**config.mk**
```make
export PLATFORM = sky130hd
export DESIGN_NAME = temp_alarm_thermostat
export DESIGN_NICKNAME = d
export VERILOG_FILES = /design/src/inc/therm_pkg.sv /design/src/hdl/fault_queue.sv /design/src/hdl/temp_alarm_thermostat.sv
export SDC_FILE = /design/constraint.sdc
export NUM_CORES = 1
export LEC_CHECK = 0
export BUFFER_PORTS_ARGS = -buffer_cell sky130_fd_sc_hd__buf_2
export CELL_PAD_IN_SITES_DETAIL_PLACEMENT = 0
export CELL_PAD_IN_SITES_GLOBAL_PLACEMENT = 1
export CORE_ASPECT_RATIO = 0.5
export CORE_MARGIN = 5
export CORE_UTILIZATION = 44
export CTS_BUF_LIST = sky130_fd_sc_hd__clkbuf_8 sky130_fd_sc_hd__clkbuf_16
export DETAILED_ROUTE_END_ITERATION = 8
export PLACE_DENSITY = 0.9
export SYNTH_ARGS = -nofsm -noshare
export SYNTH_HDL_FRONTEND = slang
export SYNTH_SLANG_ARGS = --single-unit
```
**constraint.sdc**
```tcl
create_clock -name mclk -period 4.9 [get_ports mclk]
set_input_delay 0.245 -clock mclk [delete_from_list [all_inputs] [get_ports mclk]]
set_output_delay 0.245 -clock mclk [all_outputs]
set_load 0.05 [all_outputs]
```
**src/inc/therm_pkg.sv**
```systemverilog
// Constants, carriers and state types for the thermostat alarm block.
// Operation
// - Compare each stored result against both limits
// - Polarity bit and mode bit shape alarm
// - Reset loads volatile settings from nonvolatile copies
// - Fault when at/above upper or at/below lower
// - Queue depth one, two, four or six
// - Counter counts faults, clean sample clears it
// - Comparator: upper valid fault asserts alarm
// - Comparator: lower valid fault releases alarm
// - Comparator: accesses and shutdown leave alarm alone
// - Interrupt to comparator keeps alarm until low
// - General call reset: alarm off, reload config
// - Interrupt: alarm holds until read, alert-ack, shutdown
// - Interrupt: armed event alternates upper then lower
// - Interrupt: first assertion needs upper event
// - Shutdown stops measurements, clearing resumes them
// - Shutdown entry clears alarm in interrupt mode
// - Fault counter survives shutdown, cleared by reset
// - Shutdown exit asserts matching pending interrupt event
// - Nonvolatile shutdown: load, measure once, sleep
// - One-shot while shut down measures once
// - One-shot fault: comparator level, interrupt pulse
// - Outside shutdown convert continuously, update temperature
package therm_pkg;

  localparam int DATA_W = 16;
  localparam int ADDR_W = 8;
  localparam int CNT_W = 3;
  localparam int PULSE_W = 8;

  // Register map, printed offsets used directly on the plain port
  localparam logic [ADDR_W-1:0] TEMP_ADDR = 8'h00;
  localparam logic [ADDR_W-1:0] CFG_ADDR = 8'h01;
  localparam logic [ADDR_W-1:0] TLOW_ADDR = 8'h02;
  localparam logic [ADDR_W-1:0] THIGH_ADDR = 8'h03;
  localparam logic [ADDR_W-1:0] STAT_ADDR = 8'h04;

  // Configuration word layout (same layout for the nonvolatile copy)
  localparam int CFG_SD_BIT = 0;
  localparam int CFG_MODE_BIT = 1;
  localparam int CFG_POL_BIT = 2;
  localparam int CFG_FQ_LSB_BIT = 3;
  localparam int CFG_FQ_MSB_BIT = 4;
  localparam int CFG_OS_BIT = 7;

  localparam logic MODE_CMP = 1'b0;
  localparam logic MODE_INT = 1'b1;

  localparam logic [CNT_W-1:0] FQ_DEPTH_1 = 3'h1;
  localparam logic [CNT_W-1:0] FQ_DEPTH_2 = 3'h2;
  localparam logic [CNT_W-1:0] FQ_DEPTH_4 = 3'h4;
  localparam logic [CNT_W-1:0] FQ_DEPTH_6 = 3'h6;
  localparam logic [CNT_W-1:0] CNT_MAX = 3'h6;
  localparam logic [CNT_W-1:0] CNT_ONE = 3'h1;

  localparam logic [DATA_W-1:0] TEMP_RESET = 16'h0000;
  localparam int ONESHOT_PULSE_CYCLES = 4;

  typedef enum logic [1:0] {S_LOAD, S_IDLE, S_CONV} seq_t;

  typedef struct packed {
    logic fault_queue_sel_msb;
    logic fault_queue_sel_lsb;
    logic alarm_active_level;
    logic thermostat_mode_select;
    logic shutdown_select;
  } cfg_t;

  typedef struct packed {
    logic hit_high;
    logic hit_low;
  } cmp_t;

  typedef struct packed {
    logic done;
    logic valid_high;
    logic valid_low;
  } verdict_t;

  typedef struct packed {
    logic [CNT_W-1:0] count;
    verdict_t verdict;
  } fq_state_t;

  typedef struct packed {
    seq_t seq;
    cfg_t cfg;
    logic [DATA_W-1:0] temp;
    logic [DATA_W-1:0] tlow;
    logic [DATA_W-1:0] thigh;
    logic [DATA_W-1:0] rdata;
    logic os_pend;
    logic boot_once;
    logic single;
    logic sd_prev;
    logic active;
    logic armed_low;
    logic last_vhigh;
    logic last_vlow;
    logic conv_start;
    logic alarm_pin;
    logic [PULSE_W-1:0] pulse_cnt;
  } main_state_t;

endpackage : therm_pkg

```
**src/hdl/fault_queue.sv**
```systemverilog
// Consecutive-fault counter and valid-fault verdict.
`timescale 1ns/1ns
module fault_queue (
  input wire logic mclk,
  input wire logic resetn,
  input wire logic clear,
  input wire logic sample,
  input wire therm_pkg::cmp_t hit,
  input wire logic [1:0] queue_sel,
  output therm_pkg::verdict_t verdict,
  output logic [therm_pkg::CNT_W-1:0] count
);

  therm_pkg::fq_state_t fq_reg;
  therm_pkg::fq_state_t fq_next;
  logic [therm_pkg::CNT_W-1:0] depth;
  logic [therm_pkg::CNT_W-1:0] bumped;

  ////////////////////////////////////////////////////////////////////////////

  always_comb begin
    case (queue_sel)
      2'h0: depth = therm_pkg::FQ_DEPTH_1;
      2'h1: depth = therm_pkg::FQ_DEPTH_2;
      2'h2: depth = therm_pkg::FQ_DEPTH_4;
      default: depth = therm_pkg::FQ_DEPTH_6;
    endcase
    // Saturate so a long excursion keeps re-declaring the fault
    bumped = (fq_reg.count == therm_pkg::CNT_MAX) ? fq_reg.count
           : fq_reg.count + therm_pkg::CNT_ONE;
    fq_next = fq_reg;
    fq_next.verdict = '0;
    if (clear) begin
      fq_next = '0;
    end else if (sample) begin
      fq_next.verdict.done = 1'b1;
      if (hit.hit_high || hit.hit_low) begin
        fq_next.count = bumped;
        fq_next.verdict.valid_high = hit.hit_high && (bumped >= depth);
        fq_next.verdict.valid_low = hit.hit_low && !hit.hit_high && (bumped >= depth);
      end else begin
        fq_next.count = '0;
      end
    end
    // No shutdown term here: the count rides through shutdown
  end

  always_ff @(posedge mclk) begin
    if (!resetn) begin
      fq_reg <= '0;
    end else begin
      fq_reg <= fq_next;
    end
  end

  assign verdict = fq_reg.verdict;
  assign count = fq_reg.count;

  ////////////////////////////////////////////////////////////////////////////

  count_clear_a: assert property (@(posedge mclk) disable iff (!resetn)
    sample && !clear && !hit.hit_high && !hit.hit_low |=> count == '0)
    else $error("fault count not cleared by clean sample");

  queue_short_a: assert property (@(posedge mclk) disable iff (!resetn)
    sample && !clear && hit.hit_high && ({1'b0, fq_reg.count} + 4'h1 < {1'b0, depth})
    |=> !verdict.valid_high)
    else $error("valid fault before queue depth reached");

endmodule : fault_queue

```
**src/hdl/temp_alarm_thermostat.sv**
```systemverilog
// Thermostat alarm: limit compare, alarm modes, shutdown and one-shot.
//
// Chosen here: the address-and-strobe port and the placing of the registers.
`timescale 1ns/1ns
module temp_alarm_thermostat #(
  parameter int PULSE_CYCLES = therm_pkg::ONESHOT_PULSE_CYCLES
) (
  input wire logic mclk,
  input wire logic resetn,
  input wire logic [therm_pkg::ADDR_W-1:0] addr,
  input wire logic [therm_pkg::DATA_W-1:0] wdata,
  input wire logic wr,
  input wire logic rd,
  output logic [therm_pkg::DATA_W-1:0] rdata,
  input wire logic [therm_pkg::DATA_W-1:0] nv_config,
  input wire logic [therm_pkg::DATA_W-1:0] nv_tlow,
  input wire logic [therm_pkg::DATA_W-1:0] nv_thigh,
  output logic conv_start,
  input wire logic conv_done,
  input wire logic [therm_pkg::DATA_W-1:0] conv_result,
  input wire logic gc_reset,
  input wire logic ara_ack,
  output logic alarm_pin
);

  localparam logic [therm_pkg::PULSE_W-1:0] PULSE_LOAD = therm_pkg::PULSE_W'(PULSE_CYCLES);
  localparam logic [therm_pkg::PULSE_W-1:0] PULSE_ONE = 8'h01;
  localparam int PULSE_MAX_A = 256;

  therm_pkg::main_state_t st_reg;
  therm_pkg::main_state_t st_next;
  therm_pkg::cmp_t hit;
  therm_pkg::verdict_t fq_v;
  logic [therm_pkg::CNT_W-1:0] fq_count;
  logic sample;
  logic int_mode;
  logic sd_rise;
  logic sd_fall;
  logic set_ev;

  ////////////////////////////////////////////////////////////////////////////
  // Limit compare on the fresh result, two's complement

  assign hit.hit_high = $signed(conv_result) >= $signed(st_reg.thigh);
  assign hit.hit_low = $signed(conv_result) <= $signed(st_reg.tlow);
  assign sample = (st_reg.seq == therm_pkg::S_CONV) && conv_done;

  assign int_mode = st_reg.cfg.thermostat_mode_select == therm_pkg::MODE_INT;
  assign sd_rise = st_reg.cfg.shutdown_select && !st_reg.sd_prev;
  assign sd_fall = !st_reg.cfg.shutdown_select && st_reg.sd_prev;

  // Reset clears the counter; general call reset acts as a reset here too
  fault_queue u_fault_queue (
    .mclk(mclk),
    .resetn(resetn),
    .clear(gc_reset),
    .sample(sample),
    .hit(hit),
    .queue_sel({st_reg.cfg.fault_queue_sel_msb, st_reg.cfg.fault_queue_sel_lsb}),
    .verdict(fq_v),
    .count(fq_count)
  );

  ////////////////////////////////////////////////////////////////////////////

  always_comb begin
    st_next = st_reg;
    st_next.conv_start = 1'b0;
    st_next.rdata = '0;
    st_next.sd_prev = st_reg.cfg.shutdown_select;
    set_ev = 1'b0;

    // Conversion sequencer
    case (st_reg.seq)
      therm_pkg::S_LOAD: begin
        st_next.cfg.shutdown_select = nv_config[therm_pkg::CFG_SD_BIT];
        st_next.cfg.thermostat_mode_select = nv_config[therm_pkg::CFG_MODE_BIT];
        st_next.cfg.alarm_active_level = nv_config[therm_pkg::CFG_POL_BIT];
        st_next.cfg.fault_queue_sel_lsb = nv_config[therm_pkg::CFG_FQ_LSB_BIT];
        st_next.cfg.fault_queue_sel_msb = nv_config[therm_pkg::CFG_FQ_MSB_BIT];
        st_next.tlow = nv_tlow;
        st_next.thigh = nv_thigh;
        // Boot into shutdown still takes one reading first
        st_next.boot_once = nv_config[therm_pkg::CFG_SD_BIT];
        st_next.sd_prev = nv_config[therm_pkg::CFG_SD_BIT];
        st_next.os_pend = 1'b0;
        st_next.active = 1'b0;
        st_next.armed_low = 1'b0;
        st_next.last_vhigh = 1'b0;
        st_next.last_vlow = 1'b0;
        st_next.pulse_cnt = '0;
        st_next.seq = therm_pkg::S_IDLE;
      end
      therm_pkg::S_IDLE: begin
        // Shutdown holds the converter idle unless a single reading is owed
        if (!st_reg.cfg.shutdown_select || st_reg.boot_once || st_reg.os_pend) begin
          st_next.conv_start = 1'b1;
          st_next.single = st_reg.cfg.shutdown_select || st_reg.boot_once;
          st_next.boot_once = 1'b0;
          st_next.os_pend = 1'b0;
          st_next.seq = therm_pkg::S_CONV;
        end
      end
      therm_pkg::S_CONV: begin
        if (conv_done) begin
          st_next.temp = conv_result;
          st_next.seq = therm_pkg::S_IDLE;
        end
      end
      default: begin
        st_next.seq = therm_pkg::S_LOAD;
      end
    endcase

    // Register writes; a one-shot write wins over the sequencer's clear
    if (wr && st_reg.seq != therm_pkg::S_LOAD) begin
      if (addr == therm_pkg::CFG_ADDR) begin
        st_next.cfg.shutdown_select = wdata[therm_pkg::CFG_SD_BIT];
        st_next.cfg.thermostat_mode_select = wdata[therm_pkg::CFG_MODE_BIT];
        st_next.cfg.alarm_active_level = wdata[therm_pkg::CFG_POL_BIT];
        st_next.cfg.fault_queue_sel_lsb = wdata[therm_pkg::CFG_FQ_LSB_BIT];
        st_next.cfg.fault_queue_sel_msb = wdata[therm_pkg::CFG_FQ_MSB_BIT];
        if (wdata[therm_pkg::CFG_OS_BIT] && wdata[therm_pkg::CFG_SD_BIT]) begin
          st_next.os_pend = 1'b1;
        end
      end else if (addr == therm_pkg::TLOW_ADDR) begin
        st_next.tlow = wdata;
      end else if (addr == therm_pkg::THIGH_ADDR) begin
        st_next.thigh = wdata;
      end
    end

    // Register reads; unmapped addresses read zero
    if (rd) begin
      if (addr == therm_pkg::TEMP_ADDR) begin
        st_next.rdata = st_reg.temp;
      end else if (addr == therm_pkg::CFG_ADDR) begin
        st_next.rdata[therm_pkg::CFG_SD_BIT] = st_reg.cfg.shutdown_select;
        st_next.rdata[therm_pkg::CFG_MODE_BIT] = st_reg.cfg.thermostat_mode_select;
        st_next.rdata[therm_pkg::CFG_POL_BIT] = st_reg.cfg.alarm_active_level;
        st_next.rdata[therm_pkg::CFG_FQ_LSB_BIT] = st_reg.cfg.fault_queue_sel_lsb;
        st_next.rdata[therm_pkg::CFG_FQ_MSB_BIT] = st_reg.cfg.fault_queue_sel_msb;
        st_next.rdata[therm_pkg::CFG_OS_BIT] = st_reg.os_pend;
      end else if (addr == therm_pkg::TLOW_ADDR) begin
        st_next.rdata = st_reg.tlow;
      end else if (addr == therm_pkg::THIGH_ADDR) begin
        st_next.rdata = st_reg.thigh;
      end else if (addr == therm_pkg::STAT_ADDR) begin
        st_next.rdata = therm_pkg::DATA_W'({fq_count, st_reg.armed_low, st_reg.active});
      end
    end

    // Alarm state. Read, alert-ack, shutdown and pulse-end clears come first so a same-cycle event still sets; general call reset comes last.
    if (fq_v.done) begin
      st_next.last_vhigh = fq_v.valid_high;
      st_next.last_vlow = fq_v.valid_low;
    end
    if (int_mode) begin
      if (rd || ara_ack || sd_rise) begin
        st_next.active = 1'b0;
      end
      if (st_reg.pulse_cnt != '0) begin
        st_next.pulse_cnt = st_reg.pulse_cnt - PULSE_ONE;
        if (st_reg.pulse_cnt == PULSE_ONE) begin
          st_next.active = 1'b0;
        end
      end
      // Leaving shutdown replays a pending event only if it is the armed one
      if (sd_fall && !st_reg.active) begin
        if (!st_reg.armed_low && st_reg.last_vhigh) begin
          st_next.active = 1'b1;
          st_next.armed_low = 1'b1;
        end else if (st_reg.armed_low && st_reg.last_vlow) begin
          st_next.active = 1'b1;
          st_next.armed_low = 1'b0;
        end
      end
      if (fq_v.done) begin
        // Lower events are ignored until an upper event has fired
        if (!st_reg.armed_low && fq_v.valid_high) begin
          set_ev = 1'b1;
          st_next.armed_low = 1'b1;
        end else if (st_reg.armed_low && fq_v.valid_low) begin
          set_ev = 1'b1;
          st_next.armed_low = 1'b0;
        end
        if (set_ev) begin
          st_next.active = 1'b1;
          st_next.pulse_cnt = st_reg.single ? PULSE_LOAD : '0;
        end
      end
    end else begin
      // Comparator level moves only on valid faults, so an active alarm
      // carried over from interrupt mode waits for a low fault
      st_next.pulse_cnt = '0;
      if (fq_v.done && fq_v.valid_high) begin
        st_next.active = 1'b1;
      end else if (fq_v.done && fq_v.valid_low) begin
        st_next.active = 1'b0;
      end
      st_next.armed_low = st_next.active;
    end

    if (gc_reset) begin
      st_next.active = 1'b0;
      st_next.pulse_cnt = '0;
      st_next.seq = therm_pkg::S_LOAD;
    end

    // Pin level uses the polarity in force next cycle
    st_next.alarm_pin = st_next.cfg.alarm_active_level ? st_next.active
                      : !st_next.active;
  end

  ////////////////////////////////////////////////////////////////////////////

  // All-zero state starts in S_LOAD with the pin low until the first load
  always_ff @(posedge mclk) begin
    if (!resetn) begin
      st_reg <= '0;
    end else begin
      st_reg <= st_next;
    end
  end

  assign rdata = st_reg.rdata;
  assign conv_start = st_reg.conv_start;
  assign alarm_pin = st_reg.alarm_pin;

  ////////////////////////////////////////////////////////////////////////////

  nv_load_a: assert property (@(posedge mclk) disable iff (!resetn)
    st_reg.seq == therm_pkg::S_LOAD && !gc_reset && !wr |=>
      st_reg.cfg.thermostat_mode_select == $past(nv_config[therm_pkg::CFG_MODE_BIT])
      && st_reg.cfg.alarm_active_level == $past(nv_config[therm_pkg::CFG_POL_BIT])
      && st_reg.seq == therm_pkg::S_IDLE)
    else $error("nonvolatile settings not loaded");

  pin_level_a: assert property (@(posedge mclk) disable iff (!resetn)
    st_reg.seq != therm_pkg::S_LOAD |->
      alarm_pin == (st_reg.cfg.alarm_active_level ~^ st_reg.active))
    else $error("alarm pin polarity wrong");

  cmp_set_a: assert property (@(posedge mclk) disable iff (!resetn)
    !int_mode && fq_v.valid_high && !gc_reset |=> st_reg.active)
    else $error("comparator alarm not set by upper fault");

  cmp_clear_a: assert property (@(posedge mclk) disable iff (!resetn)
    !int_mode && fq_v.valid_low && !fq_v.valid_high |=> !st_reg.active)
    else $error("comparator alarm not released by lower fault");

  cmp_hold_a: assert property (@(posedge mclk) disable iff (!resetn)
    !int_mode && !fq_v.done && !gc_reset && st_reg.seq != therm_pkg::S_LOAD
      |=> st_reg.active == $past(st_reg.active))
    else $error("comparator alarm moved without a valid fault");

  int_read_clr_a: assert property (@(posedge mclk) disable iff (!resetn)
    int_mode && (rd || ara_ack) && !fq_v.done && !sd_fall && st_reg.pulse_cnt == '0
      |=> !st_reg.active)
    else $error("interrupt alarm not cleared by read or alert ack");

  int_first_a: assert property (@(posedge mclk) disable iff (!resetn)
    int_mode && !st_reg.active && !st_reg.armed_low && !sd_fall
      && fq_v.done && !fq_v.valid_high |=> !st_reg.active)
    else $error("interrupt alarm set without upper event");

  sd_entry_a: assert property (@(posedge mclk) disable iff (!resetn)
    int_mode && sd_rise && !fq_v.done |=> !st_reg.active)
    else $error("shutdown entry did not clear interrupt alarm");

  sd_idle_a: assert property (@(posedge mclk) disable iff (!resetn)
    st_reg.seq == therm_pkg::S_IDLE && st_reg.cfg.shutdown_select
      && !st_reg.boot_once && !st_reg.os_pend |=> !conv_start)
    else $error("conversion started while shut down");

  gc_reset_a: assert property (@(posedge mclk) disable iff (!resetn)
    gc_reset |=> st_reg.seq == therm_pkg::S_LOAD && !st_reg.active)
    else $error("general call reset not honoured");

  pulse_end_a: assert property (@(posedge mclk) disable iff (!resetn)
    int_mode && st_reg.pulse_cnt == PULSE_ONE && !fq_v.done && !sd_fall
      |=> !st_reg.active)
    else $error("one-shot interrupt pulse did not end");

  pulse_bound_a: assert property (@(posedge mclk) disable iff (!resetn)
    $rose(st_reg.pulse_cnt != '0) |-> ##[1:PULSE_MAX_A] st_reg.pulse_cnt == '0)
    else $error("one-shot pulse too long");

  ////////////////////////////////////////////////////////////////////////////
  // Sequencer and alarm bookkeeping; these guard paths the bench seldom hits

  cmp_keep_a: assert property (@(posedge mclk) disable iff (!resetn)
    !int_mode && st_reg.active && !fq_v.valid_low && !gc_reset |=> st_reg.active)
    else $error("comparator alarm dropped without a lower fault");

  int_hold_a: assert property (@(posedge mclk) disable iff (!resetn)
    int_mode && st_reg.active && !rd && !ara_ack && !sd_rise && !gc_reset
      && st_reg.pulse_cnt == '0 |=> st_reg.active)
    else $error("interrupt alarm dropped without a clearing event");

  int_set_a: assert property (@(posedge mclk) disable iff (!resetn)
    int_mode && !st_reg.armed_low && fq_v.valid_high && !gc_reset
      |=> st_reg.active && st_reg.armed_low)
    else $error("interrupt alarm not armed by upper event");

  int_alt_a: assert property (@(posedge mclk) disable iff (!resetn)
    int_mode && st_reg.armed_low && !st_reg.active && fq_v.valid_high && !sd_fall
      |=> !st_reg.active)
    else $error("upper event fired while lower event armed");

  sd_replay_a: assert property (@(posedge mclk) disable iff (!resetn)
    int_mode && sd_fall && !st_reg.active && st_reg.armed_low && st_reg.last_vlow
      && !gc_reset |=> st_reg.active)
    else $error("pending armed event not replayed on shutdown exit");

  boot_conv_a: assert property (@(posedge mclk) disable iff (!resetn)
    st_reg.seq == therm_pkg::S_IDLE && st_reg.boot_once && !gc_reset
      |=> st_reg.conv_start && st_reg.single)
    else $error("boot reading not started");

  os_conv_a: assert property (@(posedge mclk) disable iff (!resetn)
    st_reg.seq == therm_pkg::S_IDLE && st_reg.os_pend && !gc_reset |=> st_reg.conv_start)
    else $error("one-shot reading not started");

  run_conv_a: assert property (@(posedge mclk) disable iff (!resetn)
    st_reg.seq == therm_pkg::S_IDLE && !st_reg.cfg.shutdown_select && !gc_reset
      |=> st_reg.conv_start)
    else $error("continuous conversion not restarted");

  conv_pulse_a: assert property (@(posedge mclk) disable iff (!resetn)
    st_reg.conv_start |=> !st_reg.conv_start)
    else $error("conversion start longer than one cycle");

  temp_store_a: assert property (@(posedge mclk) disable iff (!resetn)
    sample |=> st_reg.temp == $past(conv_result))
    else $error("fresh result not stored");

  verdict_due_a: assert property (@(posedge mclk) disable iff (!resetn)
    sample && !gc_reset |=> fq_v.done)
    else $error("stored result not compared");

  rdata_idle_a: assert property (@(posedge mclk) disable iff (!resetn)
    !rd |=> rdata == '0)
    else $error("read data stood without a read");

endmodule : temp_alarm_thermostat

```
Word-level counts from Yosys, hierarchy flattened
Cells that the tools add are included.
- flip-flop bits (word level): 95
- input bits: 95
- output and inout port bits: 18
- word-level logic and storage cells: 146
- add/subtract/negate cells: 2
- magnitude comparators: 3
- equal/unequal tests: 12
- muxes and demuxes: 57
- bitwise gates (word level): 4
- reductions and logical operators: 43
- operators by type and width (cell ; number):
    $mux W16 ; 6
    $mux W32 ; 3
    $mux W8 ; 5
    $mux W5 ; 6
    $mux W2 ; 10
    $mux W1 ; 19
    $eq A8 B1 Y1 const B ; 2
    $eq A8 B2 Y1 const B ; 2
    $ge A16 B16 Y1 ; 1
    $le A16 B16 Y1 ; 1
    $logic_and A1 B1 Y1 ; 15
    $mux W3 ; 5
    $reduce_and A2 Y1 ; 6
    $pmux W3 S3 ; 1
    $eq A8 B3 Y1 const B ; 1
    $logic_not A8 Y1 ; 1
    $reduce_bool A8 Y1 ; 1
    $sub A8 B1 Y8 const B ; 1
    $logic_not A1 Y1 ; 6
    $logic_or A1 B1 Y1 ; 6
    $pmux W2 S3 ; 1
    $reduce_bool A2 Y1 ; 3
    $eq A2 B1 Y1 const B ; 2
    $eq A2 B2 Y1 const B ; 2
    other kinds (10) ; 15

Logic depth before layout (Yosys ltp)
- word-level depth: 16
- gate-level depth with buffers: 10
- gate-level depth less buffers: 10

Hierarchy
From an unflattened synthesis, not the netlist that was laid out.
- cell total of the unflattened synthesis: 626
- area total of the unflattened synthesis: 5378.9 sq um
- modules (own cells, without submodules) (module ; times used ; cells an instance ; area each (sq um) ; sequential area each (sq um)):
    temp_alarm_thermostat ; 1 ; 588 ; 5041.1 ; 1781.7
    fault_queue ; 1 ; 38 ; 337.8 ; 120.1

Least setup slack after synthesis
No wires, ideal clock.
- path kind: input to register
- start: input port addr[5] (netlist name)
- end: register st_reg[34] (netlist name)
- setup time: 0.116 ns
- arrival time: 2.229 ns
- required time: 4.784 ns
- path slack: 2.555 ns
- cell stages on the path: 7
- path buffers: 3
- cell sequence: or4_4 or4b_4 buf_6 or3_1 buf_6 buf_6 o211a_1
- longest elaborated chain between the ends: 5
- elaborated cells on any way between the ends: 7
- classes of those cells: eq/ne: 3; mux: 4
- ends and longest elaborated chain (item ; line ; RTL):
    start: declaration ; temp_alarm_thermostat.sv:10 ; input wire logic [therm_pkg::ADDR_W-1:0] addr,
    $eq A8 B2 Y1 ; temp_alarm_thermostat.sv:128 ; end else if (addr == therm_pkg::THIGH_ADDR) begin
    $mux W16 ; temp_alarm_thermostat.sv:128 ;
    $mux W16 ; temp_alarm_thermostat.sv:126 ; end else if (addr == therm_pkg::TLOW_ADDR) begin
    $mux W32 * ; temp_alarm_thermostat.sv:117 ; if (addr == therm_pkg::CFG_ADDR) begin
    $mux W32 * ; temp_alarm_thermostat.sv:116 ; if (wr && st_reg.seq != therm_pkg::S_LOAD) begin
    end signal: assignment ; temp_alarm_thermostat.sv:222 ; st_reg <= st_next;
    end: declaration ; temp_alarm_thermostat.sv:30 ; therm_pkg::main_state_t st_reg;
Mark *: on every way between the ends. The rest lies on a longest branch, timed or not.
A chain may end at the register's enable or synchronous reset.

Worst setup path in the final report
- start: register st_reg[61] (netlist name)
- end: register u_fault_queue.fq_reg (netlist bit u_fault_queue.count[1])
- longest elaborated chain between the ends: 3
- ends and longest elaborated chain (item ; line ; RTL):
    $le A16 B16 Y1 ; temp_alarm_thermostat.sv:45 ; assign hit.hit_low = $signed(conv_result) <= $signed(st_reg.tlow);
    $logic_or A1 B1 Y1 ; fault_queue.sv:37 ; if (hit.hit_high || hit.hit_low) begin
    $mux W3 ; fault_queue.sv:37 ;
    end signal: assignment ; fault_queue.sv:52 ; fq_reg <= fq_next;
    end: declaration ; fault_queue.sv:14 ; therm_pkg::fq_state_t fq_reg;
No other way between the ends.

==> metrics.cfg <==
[clock_network]
htree_num_levels=3
clk_latency_ps=350
cts.root.buffer_cell=clkbuf_16
clockBufferDepth=2
numCtsBuffers=9
cts.sinks=95
cts.clk_slew.worst_paths_ps=70
ctsHoldBuffers=0
cts_tree=done
cts_resized=0
cts_setup_buffers=0

[timing]
fin_crit_sh_pct=49.1
fmax_ghz=0.416
setup_viol=0
min_period_ps=2400
timing.slew.headroom_pct=50.1
final_max_slew_viol_count=0
rsz0062_at_grt=false
tns_ps=0
clock_skew_ps=6.89
hold_viol=0
worstMarginPinSlew_ps=748

[power]
power_density_nw_per_um2=288
peakVddDrop_v=0.000158
leakagePower_nw=2.86
total_power_mw=1.77

[placement]
io_buffers=101
placed_area_um2=5880
dp_hpwl_mm=11.0
gp_congestion=0.912

[setup_path]
critPathBufInv=1
path_class=reg -> reg
critPathSlowestCell=a221o_1
cp_max_fo=3
end_kind=flip-flop
cp.required_ps=5110
crit_arrival_ps=2620
cp-start-kind=flip-flop
worst_path_largest_cell_delay_ps=370
path_delay_family=compound AO/OA/AOI/OAI gates
cp_cell_sequence=inv_1 > ha_1 > a21oi_1 > o21ai_0 > a221o_1 > a211o_1 > mux2i_1 > nor2b_1 > o41ai_1

[grt]
grt_pass1_vias=4628
antenna_found_initial=0
grt_max_degree=66
grt_use_total_pct=19.7
grt_overflow=0
grt_pass1_wl_mm=23.3

[logic_synthesis]
synth_area_per_cell_um2=8.38
synth-main-ff-cell=dfxtp_1
yosysSeqAreaShare_pct=35.0
synthesis.nets=783
yosys_warnings=0
synth-async-reset-ratio_pct=0
synth_edf_count=0
ys_ff_latch=95
synth_cells=648
netlist_area_um2=5430
synth_cell_type_count=53

[floorplan]
die_area_um2=14800
num_io_pins=113
fp.coreArea_um2=11900
start_util_pct=45.5
row_count=28
fp.dieH_um=88.6
chipWidth_um=167

[finish]
design_area_um2=6160
fin_nets=847
area_growth_syn_to_layout_pct=13.5
largest_reg_flops=70
diodes=0
final_common_cell=nand2_1
final_cell_mix=nand2_1, buf_2, dfxtp_1
drive_gt1_share_pct=20.2

[detailed_routing]
wl_per_cell_um=16.2
dr.pass1.iters=5
antenna_left=0
drc=0
via_count=4788
wl_mm=14.3
via_per_inst=5.43
drt_iter0_markers=280

[min_path]
min_path_type=in -> reg

[run_status]
outcome=completed

[flow_run]
drv_cap=0

==> worst register-to-register path: cells and delay by family, from the launching register on <==
kind | cells | cell delay [ps]
AOI/OAI and AO/OA | 5 | 980
muxes | 1 | 320
DFF | 1 | 310
adders and majority gates | 1 | 310
and+or+nand+nor | 1 | 280
buffers and inverters | 1 | 70
==> layout make-up <==
class                   instances  area [um^2]
fillers                      1156         5780
well taps                     165          206
inverters                      45          169
flip-flops and latches         95         1900
repair buffers                106          543
clock inverters                 5         32.5
multi-input cells             455         3060
clock buffers                  11          253
==> logic make-up (layout without fill, tap and decap cells) <==
logic type | count (synthesis) | after routing | synth area share, %
adder cells (fa/ha/maj) | 40 | 40 | 9.21
flip-flops | 95 | 95 | 35.0
XOR/XNOR | 5 | 5 | 0.806
multiplexers | 11 | 11 | 2.12
AND/OR/NAND/NOR | 228 | 228 | 19.1
AO/OA/AOI/OAI | 171 | 171 | 24.9
buffers and inverters | 98 | 167 | 8.80
==> report_power, final <==
group	internal [mW]	switching, mW	total, mW	leakage, nW
combinational	0.116	0.163	0.280	1.94
clock	0.371	0.306	0.677	0.145
sequential	0.799	0.0181	0.817	0.776
==> per-layer routing <==
metal | vias up | part of all wire, % | global-route usage, %
met4 | 0 | 1.1 | 4.75
met3 | 15 | 5.3 | 4.24
met1 | 2254 | 45 | 24.3
li1 | 2397 | - | -
met2 | 122 | 49 | 35.8
met5 | - | 0 | 0
==> cells in the mapped netlist, drive strengths merged (5+ instances only) <==
| cell | instances | share of area, % |
|---|---|---|
| nor2b | 14 | 1.6 |
| nand3 | 17 | 1.6 |
| buf | 24 | 3.7 |
| clkbuf | 29 | 2.0 |
| o211ai | 36 | 6.3 |
| mux2i | 7 | 1.3 |
| and2 | 5 | 0.58 |
| o211a | 37 | 6.8 |
| nand2 | 107 | 7.4 |
| ha | 40 | 9.2 |
| a21oi | 30 | 2.8 |
| nor4 | 5 | 0.58 |
| a21boi | 18 | 2.5 |
| nor3 | 5 | 0.46 |
| nand4 | 11 | 1.3 |
| o21ai | 18 | 1.7 |
| a22oi | 9 | 1.2 |
| dfxtp | 95 | 35 |
| nor2 | 48 | 3.3 |
| inv | 45 | 3.1 |
==> per-stage QoR <==
step	hold WS (ps)	utilization [%]	worst slack [ps]	cells
2_1_floorplan	390	-	2560	648
3_3_place_gp	451	49.2	2220	866
3_5_place_dp	458	49.2	2200	866
4_1_cts	145	51.6	2490	882
5_1_grt	146	51.6	2320	882
6_report	151	51.6	2500	882
==> path summary, 6_finish.rpt <==
check | startpoint | end | slack [ps] | cells past startpoint
max | st_reg[61]$_SDFF_PN0_ | u_fault_queue.count[1]$_SDFFE_PP0P_ | 2500 | 9
min | wdata[10] | st_reg[44]$_SDFF_PN0_ | 150 | 2
max reg2reg | st_reg[61]$_SDFF_PN0_ | u_fault_queue.count[1]$_SDFFE_PP0P_ | 2500 | 9
min reg2reg | st_reg[74]$_SDFFE_PN0P_ | st_reg[74]$_SDFFE_PN0P_ | 470 | 2
Power figures use the tool's default switching activity.
